`config.mk`:
```
export PLATFORM = sky130hd
export DESIGN_NAME = gpib_bus_command_responder
export DESIGN_NICKNAME = d
export VERILOG_FILES = /design/src/hw/bus_cmd_pkg.sv /design/src/hw/gpib_bus_command_responder.sv
export VERILOG_INCLUDE_DIRS = /design/src /design/src/hw
export SDC_FILE = /design/constraint.sdc
export NUM_CORES = 1
export LEC_CHECK = 0
export BUFFER_PORTS_ARGS = -buffer_cell sky130_fd_sc_hd__buf_4
export CORE_ASPECT_RATIO = 0.5
export CORE_MARGIN = 2
export CORE_UTILIZATION = 40
export CTS_BUF_LIST = sky130_fd_sc_hd__clkbuf_4 sky130_fd_sc_hd__clkbuf_8 sky130_fd_sc_hd__clkbuf_16
export DETAILED_ROUTE_END_ITERATION = 16
export PLACE_DENSITY = 0.62
export SYNTH_ARGS = -nofsm -noshare
export SYNTH_HDL_FRONTEND = slang
export SYNTH_SLANG_ARGS = --single-unit
```
`constraint.sdc`:
```
create_clock -name sys_clk -period 2.65 [get_ports sys_clk]
set_input_delay 0.53 -clock sys_clk [delete_from_list [all_inputs] [get_ports sys_clk]]
set_output_delay 0.53 -clock sys_clk [all_outputs]
set_load 0.01 [all_outputs]
```
`src/hw/bus_cmd_regs.svh`:
```
// Constants for the bus command responder: trigger mode codes, sizes, resets.
// Assumes it is included by its bare name wherever the constants are needed.
`ifndef BUS_CMD_REGS_SVH
`define BUS_CMD_REGS_SVH
// Program memory depth in steps
`define PROG_STEPS          100
// Trigger mode codes held in the machine state
`define TRIG_START_ON_GET   4'h2
`define TRIG_STOP_ON_GET    4'h3
// Execute character
`define EXEC_CHAR           8'h58
// Space is skipped in command strings
`define SPACE_CHAR          8'h20
// Reset value of the machine state word
`define STATE_RESET         32'h0000_0000
// First memory location
`define PTR_FIRST           7'h01
`endif

```
`src/hw/bus_cmd_pkg.sv`:
```
// Types for the bus command responder.
// Assumes bus_cmd_regs.svh is available for constants.
package bus_cmd_pkg;
    // One-cycle bus events decoded by the interface front end
    typedef struct packed {
        logic dcl;   // Device clear
        logic sdc;   // Selective clear, qualified by the listen flag in the responder
        logic gtl;   // Go to local
        logic unl;   // Unlisten
        logic unt;   // Untalk
        logic spe;   // Serial poll enable
        logic spd;   // Serial poll disable
        logic get;   // Group execute trigger
        logic mta;   // My talk address
        logic mla;   // My listen address
        logic llo;   // Local lockout
    } bus_event_type;
    // Machine state word: parameters per command letter nibble
    typedef struct packed {
        logic [3:0] trig;   // Trigger mode
        logic [3:0] disp;   // Display mode
        logic [3:0] prog;   // Program mode
        logic [3:0] func;   // Function
        logic [15:0] spare; // Other letters
    } mach_state_type;
    // Parser states
    typedef enum logic [1:0] {
        PS_IDLE,
        PS_LETTER,
        PS_BAD
    } parse_state_type;
endpackage

```
`src/hw/gpib_bus_command_responder.sv`:
```
// Bus command responder: interface clear, remote, addressing, serial poll,
// triggers, clears and device-dependent command buffering.
// Assumes a front end delivers decoded bus events as one-cycle pulses on
// sys_clk and received data bytes with a strobe; bus lines are raw pins.
`timescale 1ns/100ps
`include "bus_cmd_regs.svh"
module gpib_bus_command_responder #(
    parameter int STEPS = `PROG_STEPS  // Program memory depth
) (
    input  wire logic                       sys_clk,
    input  wire logic                       sys_rst,
    input  wire logic                       ifc_n_pin,      // Interface clear pin
    input  wire logic                       ren_n_pin,      // Remote enable pin
    input  wire bus_cmd_pkg::bus_event_type bus_evt,        // Decoded command pulses
    input  wire logic                       data_stb,       // Data byte received
    input  wire logic [7:0]                 data_byte,      // Received byte
    input  wire logic                       poll_done,      // Status byte handshake done
    input  wire logic                       srq_enable,     // Service request on command or option error
    input  wire logic [7:0]                 status_in,      // Status byte from the core
    output logic                            remote_q,       // Remote flag and lamp
    output logic                            lockout_q,      // Front panel locked
    output logic                            talk_q,         // Talker addressed, lamp
    output logic                            listen_q,       // Listener addressed, lamp
    output logic                            poll_mode_q,    // Serial poll mode
    output logic                            poll_active_q,  // Presenting status byte
    output logic [7:0]                      talk_byte_q,    // Byte presented to bus
    output logic                            prog_run_q,     // Program running
    output logic [6:0]                      mem_ptr_q,      // Memory pointer
    output logic [6:0]                      disp_ptr_q,     // Display pointer
    output logic                            mem_clear_q,    // Memory erase pulse
    output bus_cmd_pkg::mach_state_type     mach_q,         // Machine state register
    output logic                            err_cmd_q,      // invalid_command_error
    output logic                            err_opt_q,      // invalid_option_error
    output logic                            err_noremote_q, // Command while local
    output logic                            srq_q           // Service request
);
    // ==========================================================
    // Elaboration checks
    // ==========================================================
    // Pointers are seven bits wide, so deeper memories cannot be addressed
    if (STEPS < 1 || STEPS > 127) begin : g_bad_steps
        $error("STEPS must be 1 to 127");
    end

    // ==========================================================
    // Pin synchronisers
    // ==========================================================
    logic [1:0] ifc_sync_q;  // Two stages, first read only by second
    logic [1:0] ren_sync_q;
    logic       ren_prev_q;  // Previous synchronised remote level
    always_ff @(posedge sys_clk) begin
        if (sys_rst) begin
            ifc_sync_q <= 2'h3;
            ren_sync_q <= 2'h3;
            ren_prev_q <= 1'h1;
        end else begin
            ifc_sync_q <= {ifc_sync_q[0], ifc_n_pin};
            ren_sync_q <= {ren_sync_q[0], ren_n_pin};
            ren_prev_q <= ren_sync_q[1];
        end
    end
    logic ifc_act;   // Interface clear held
    logic ren_act;   // Remote enable held
    logic ren_fall;  // Remote enable just asserted
    assign ifc_act  = ~ifc_sync_q[1];
    assign ren_act  = ~ren_sync_q[1];
    assign ren_fall = ren_prev_q & ~ren_sync_q[1];

    // Letter decode shared by the parser; returns field index or 7 if unknown
    function automatic logic [2:0] letter_slot(input logic [7:0] c);
        case (c)
            8'h54:   letter_slot = 3'h0;  // Trigger
            8'h44:   letter_slot = 3'h1;  // Display
            8'h50:   letter_slot = 3'h2;  // Program
            8'h46:   letter_slot = 3'h3;  // Function
            8'h42, 8'h4C, 8'h49, 8'h56, 8'h57, 8'h47, 8'h55: letter_slot = 3'h4;
            default: letter_slot = 3'h7;
        endcase
    endfunction
    // Highest option allowed for each slot
    function automatic logic [3:0] opt_max(input logic [2:0] s);
        case (s)
            3'h0:    opt_max = 4'h5;
            3'h1:    opt_max = 4'h3;
            3'h2:    opt_max = 4'h2;
            3'h3:    opt_max = 4'h1;
            default: opt_max = 4'h9;
        endcase
    endfunction

    // ==========================================================
    // Interface state: remote, addressing, poll
    // ==========================================================
    logic       remote_d, lockout_d, talk_d, listen_d, poll_mode_d, poll_active_d;
    logic [7:0] talk_byte_d;
    always_comb begin
        remote_d      = remote_q;
        lockout_d     = lockout_q;
        talk_d        = talk_q;
        listen_d      = listen_q;
        poll_mode_d   = poll_mode_q;
        poll_active_d = poll_active_q;
        talk_byte_d   = poll_active_q ? status_in : 8'h00;
        // Remote only ever changes these flags, never parameters
        if (ren_fall) begin
            remote_d = 1'b1;
        end
        if (bus_evt.gtl) begin
            remote_d = 1'b0;
        end
        if (bus_evt.llo && ren_act) begin
            lockout_d = 1'b1;
        end
        // Lockout survives go to local; only releasing remote frees it
        if (!ren_act) begin
            remote_d  = 1'b0;
            lockout_d = 1'b0;
        end
        if (bus_evt.mla) begin
            listen_d = 1'b1;
        end
        if (bus_evt.unl) begin
            listen_d = 1'b0;
        end
        // Handshake end first, so a talk address in the same cycle wins
        if (poll_done) begin
            poll_active_d = 1'b0;
        end
        if (bus_evt.mta) begin
            talk_d = 1'b1;
            if (poll_mode_q || bus_evt.spe) begin
                poll_active_d = 1'b1;
            end
        end
        if (bus_evt.unt) begin
            talk_d = 1'b0;
        end
        if (bus_evt.spe) begin
            poll_mode_d = 1'b1;
        end
        if (bus_evt.spd) begin
            poll_mode_d   = 1'b0;
            poll_active_d = 1'b0;
        end
        // Interface clear has last word over talk, listen and poll state
        if (ifc_act) begin
            talk_d        = 1'b0;
            listen_d      = 1'b0;
            poll_mode_d   = 1'b0;
            poll_active_d = 1'b0;
        end
    end
    always_ff @(posedge sys_clk) begin
        if (sys_rst) begin
            remote_q      <= 1'b0;
            lockout_q     <= 1'b0;
            talk_q        <= 1'b0;
            listen_q      <= 1'b0;
            poll_mode_q   <= 1'b0;
            poll_active_q <= 1'b0;
            talk_byte_q   <= 8'h00;
        end else begin
            remote_q      <= remote_d;
            lockout_q     <= lockout_d;
            talk_q        <= talk_d;
            listen_q      <= listen_d;
            poll_mode_q   <= poll_mode_d;
            poll_active_q <= poll_active_d;
            talk_byte_q   <= talk_byte_d;
        end
    end

    // ==========================================================
    // Command parser and machine state
    // ==========================================================
    bus_cmd_pkg::parse_state_type ps_q, ps_d;
    bus_cmd_pkg::mach_state_type  tmp_q, tmp_d, mach_d;  // Temporary and applied
    logic [2:0] slot_q, slot_d;     // Letter awaiting its number
    logic       bad_cmd_q, bad_cmd_d, bad_opt_q, bad_opt_d;
    logic       err_cmd_d, err_opt_d, err_nr_d, srq_d;
    logic       run_d, clr_d;
    logic [6:0] mptr_d, dptr_d;
    logic [2:0] s;
    logic       dig, clear_any;
    always_comb begin
        ps_d      = ps_q;
        tmp_d     = tmp_q;
        mach_d    = mach_q;
        slot_d    = slot_q;
        bad_cmd_d = bad_cmd_q;
        bad_opt_d = bad_opt_q;
        err_cmd_d = err_cmd_q;
        err_opt_d = err_opt_q;
        err_nr_d  = err_noremote_q;
        srq_d     = srq_q;
        run_d     = prog_run_q;
        mptr_d    = mem_ptr_q;
        dptr_d    = disp_ptr_q;
        clr_d     = 1'b0;
        s         = letter_slot(data_byte);
        dig       = (data_byte >= 8'h30) && (data_byte <= 8'h39);
        clear_any = bus_evt.dcl || (bus_evt.sdc && listen_q);
        // Status read clears the sticky error flags; a new error still wins
        if (poll_done) begin
            err_cmd_d = 1'b0;
            err_opt_d = 1'b0;
            err_nr_d  = 1'b0;
            srq_d     = 1'b0;
        end
        if (data_stb && listen_q && !remote_q) begin
            err_nr_d = 1'b1;
        end else if (data_stb && listen_q && data_byte != `SPACE_CHAR) begin
            if (data_byte == `EXEC_CHAR) begin
                if (bad_cmd_q || bad_opt_q) begin
                    // Sticky: a string with one fault keeps the other's flag
                    err_cmd_d = err_cmd_d | bad_cmd_q;
                    err_opt_d = err_opt_d | bad_opt_q;
                    srq_d     = srq_d | srq_enable;
                    // Discarded string leaves no trace for the next one
                    tmp_d     = mach_q;
                end else begin
                    mach_d = tmp_q;
                end
                ps_d      = bus_cmd_pkg::PS_IDLE;
                bad_cmd_d = 1'b0;
                bad_opt_d = 1'b0;
            end else if (dig && ps_q == bus_cmd_pkg::PS_LETTER) begin
                if (data_byte[3:0] > opt_max(slot_q)) begin
                    bad_opt_d = 1'b1;
                end else if (slot_q < 3'h4) begin
                    tmp_d[31 - 4 * slot_q -: 4] = data_byte[3:0];
                end
                ps_d = bus_cmd_pkg::PS_IDLE;
            end else if (s == 3'h7) begin
                bad_cmd_d = 1'b1;
                ps_d      = bus_cmd_pkg::PS_BAD;
            end else begin
                // Letter taken with parameter zero until a digit replaces it
                if (s < 3'h4) begin
                    tmp_d[31 - 4 * s -: 4] = 4'h0;
                end
                slot_d = s;
                ps_d   = bus_cmd_pkg::PS_LETTER;
            end
        end
        // Trigger only moves the run flag
        if (bus_evt.get && listen_q) begin
            if (mach_q.trig == `TRIG_START_ON_GET) begin
                run_d = 1'b1;
            end else if (mach_q.trig == `TRIG_STOP_ON_GET) begin
                run_d = 1'b0;
            end
        end
        if (clear_any) begin
            mach_d    = `STATE_RESET;
            tmp_d     = `STATE_RESET;
            ps_d      = bus_cmd_pkg::PS_IDLE;
            bad_cmd_d = 1'b0;
            bad_opt_d = 1'b0;
            run_d     = 1'b0;
            clr_d     = 1'b1;
            mptr_d    = `PTR_FIRST;
            dptr_d    = `PTR_FIRST;
        end
    end
    always_ff @(posedge sys_clk) begin
        if (sys_rst) begin
            ps_q           <= bus_cmd_pkg::PS_IDLE;
            tmp_q          <= `STATE_RESET;
            mach_q         <= `STATE_RESET;
            slot_q         <= 3'h0;
            bad_cmd_q      <= 1'b0;
            bad_opt_q      <= 1'b0;
            err_cmd_q      <= 1'b0;
            err_opt_q      <= 1'b0;
            err_noremote_q <= 1'b0;
            srq_q          <= 1'b0;
            prog_run_q     <= 1'b0;
            mem_ptr_q      <= `PTR_FIRST;
            disp_ptr_q     <= `PTR_FIRST;
            mem_clear_q    <= 1'b0;
        end else begin
            ps_q           <= ps_d;
            tmp_q          <= tmp_d;
            mach_q         <= mach_d;
            slot_q         <= slot_d;
            bad_cmd_q      <= bad_cmd_d;
            bad_opt_q      <= bad_opt_d;
            err_cmd_q      <= err_cmd_d;
            err_opt_q      <= err_opt_d;
            err_noremote_q <= err_nr_d;
            srq_q          <= srq_d;
            prog_run_q     <= run_d;
            mem_ptr_q      <= mptr_d;
            disp_ptr_q     <= dptr_d;
            mem_clear_q    <= clr_d;
        end
    end
endmodule

```
==> impl_metrics.yaml <==
outcome:
  outcome: "finished clean"
power:
  combinationalPowerShare: 0.058
  p_clk_frac: 0.454
  intPower_mw: 2.27
  pwr-share-seq: 0.488
  p_leak_nw: 2.38
  switching_share: 0.237
  ir_drop_uv: 360
  power_switching_mw: 0.707
  powerDensity_mw_per_mm2: 520
layout:
  antenna_cells: 0
  syn_to_final_growth_pct: 25.3
  final_nets: 669
  most-common-layout-cells: "buf_4 (114), dfxtp_1 (96), nand2_1 (86)"
  mostFrequentLayoutCell: "buf_4"
  multi_input_area_sq_mm: 0.00241
  seq_area_sq_mm: 0.00192
  fillers: 1073
  drive_gt1_frac: 0.237
drt:
  totalWireLength_um: 12000
  drc: 0
  via_per_inst: 5.32
  ant_nets: 0
  first_iter_violations: 229
  dr.pass1.iters: 4
  wire_per_inst_um: 15.4
  num_vias: 4157
yosys:
  synth_edf_count: 0
  synth_seq_cells: 96
  synth-async-reset-ratio: 0
  synth.avg_cell_area_sq_um: 8.40
  synth.distinct_cells: 59
  syn-cell-area_sq_mm: 0.00457
  ys_warn_count: 0
  synth_ff_type: "dfxtp_1"
  netlist_instances: 544
  yosysSeqAreaShare: 0.420
placement:
  gp_congestion: 0.909
  dp_slack_ns: 0.0550
  post-dp-hpwl_um: 8610
  place.port_buffers: 85
critical_path:
  crit_cells: 9
  crit_fanout: 6
  path_buf_inv: 0
  cp_top_family: "compound AO/OA/AOI/OAI gates"
  path_class: "flip-flop to flip-flop"
  cp_cell_sequence: "xor2_1, nand2_1, ha_1, nor2b_1, o211ai_1, a211oi_4, or3_1, a211oi_4, o221a_1"
  cp_slowest_cell: "or3_1"
  path_common_cell: "a211oi_4"
  critPathCaptureType: "flip-flop"
  rr_worst_depth: 9
  arrival_ns: 2.75
  critPathMaxStageDelay_ns: 0.50
  start_kind: "flip-flop"
  required_ns: 2.94
die:
  die_y_um: 79.6
  io_pins: 100
  die_w_um: 155
  start_util: 0.413
  core_area_sq_mm: 0.0111
  fp-row-count: 27
  die_area_sq_mm: 0.0124
cts:
  clk_path_buf_depth: 2
  root_buffer: "clkbuf_16"
  post_cts_buffers: 0
  hold_buffers: 0
  clk_pin_slew_ns: 0.07
  cts.sinks: 96
  cts_buffers: 9
  cts-htree-levels: 3
  insertion_delay_ns: 0.34
  cts_tree: "built"
  cts_resized: 0
timing:
  timing.final.ws_setup_ns: 0.195
  min_period_ns: 2.45
  drv_slew: 0
  skew_ns: 0.00571
  setup-violations-final: 0
  fin_hold_ws_ns: 0.341
  rsz0062_at_grt: "no"
  hold_violations: 0
  finalCritPeriodShare: 0.926
  setup_tns_ns: 0
  max_slew_margin: 0.576
  fmax_mhz: 407
  tightest_slew_ns: 0.634
grt:
  antenna_found_initial: 0
  grt_pass1_vias: 3795
  track_usage: 0.202
  grt_pass1_wl_um: 19600
  grt_overflow_total: 0
  grt_start_max_net_pins: 38
min_path:
  hold_path_class: "primary input to flip-flop"
  min_path_cells: 2
job:
  cap_violations: 0
worst reg2reg max path: stages (launching register included):
cell and delay, ns:
dfxtp_1 0.38, xor2_1 0.15, nand2_1 0.07, ha_1 0.29
nor2b_1 0.14, o211ai_1 0.24, a211oi_4 0.10, or3_1 0.50
a211oi_4 0.32, o221a_1 0.22
stage by stage:
step	area, sq um	cells	utilization	power (mW)
after floorplan	4620	556	-	1.59
after global placement	5420	765	0.489	1.66
after detailed placement	5420	765	0.489	1.66
after CTS	5730	781	0.517	3.01
after global routing	5730	781	0.517	3.09
final	5730	781	0.517	2.98
cells in the mapped netlist, drive strengths merged (7+ instances only):
master	n	area [sq um]
nor3	17	90.1
clkbuf	24	90.1
a21oi	63	319
mux2i	23	230
o21ai	10	50.0
nor2	47	176
buf	28	186
o211a	8	80.1
nor2b	7	43.8
and2	10	62.6
dfxtp	96	1920
o21a	16	120
nand2b	8	50.1
nand2	86	323
sequential cells by signal, indices dropped and copies added, names as in the netlist, 2 cells and up:
name and count:
slot_q 3, ren_sync_q 2, ifc_sync_q 2, mach_q 32
ps_q 2, tmp_q 32, talk_byte_q 8
power by group through the flow:
stage	clock [mW]	sequential [mW]	combinational, mW
final	1.35	1.45	0.173
after global routing	1.44	1.45	0.192
after CTS	1.39	1.45	0.173
after detailed placement	0	1.49	0.173
after global placement	0	1.49	0.171
after floorplan	0	1.49	0.103
final timing paths:
kind / start / endpoint / slack, ns
setup / recovery: slot_q[0]$_SDFFE_PP0P_ / tmp_q[15]$_SDFFE_PP0P_ / 0.20
hold / removal: bus_evt[6] / talk_q$_SDFFE_PP0P_ / 0.34
setup reg to reg: slot_q[0]$_SDFFE_PP0P_ / tmp_q[15]$_SDFFE_PP0P_ / 0.20
hold reg to reg: ifc_sync_q[0]$_SDFF_PP1_ / ifc_sync_q[1]$_SDFF_PP1_ / 0.41
layout make-up:
class	count	area share
multi-input combinational	404	0.420
sequential	96	0.336
timing repair buffer	116	0.156
clock buffer	9	0.0393
tap	145	0.0317
clock inverter	7	0.0144
inverter	4	0.00262
kinds of logic (layout without fill, tap and decap cells):
kind of cell             after synthesis  after routing  share of synthesized area
AND/OR/NAND/NOR                      218            218                      0.237
AO/OA/AOI/OAI                        144            144                      0.214
adder cells (fa/ha/maj)                4              4                     0.0109
other                                  2             14                    0.00164
XOR/XNOR                               1              1                    0.00192
flip-flops                            96             96                      0.420
multiplexers                          23             23                     0.0504
buffers and inverters                 56            136                     0.0638
metal layers:
| layer | track usage | wire length (um) | up-vias |
|---|---|---|---|
| met5 | 0 | 0 | - |
| met4 | 0.0514 | 127 | 0 |
| met3 | 0.0527 | 852 | 13 |
| met2 | 0.314 | 5100 | 149 |
| met1 | 0.281 | 5960 | 1931 |
| li1 | - | - | 2064 |
(Power assumes the default switching activity.)
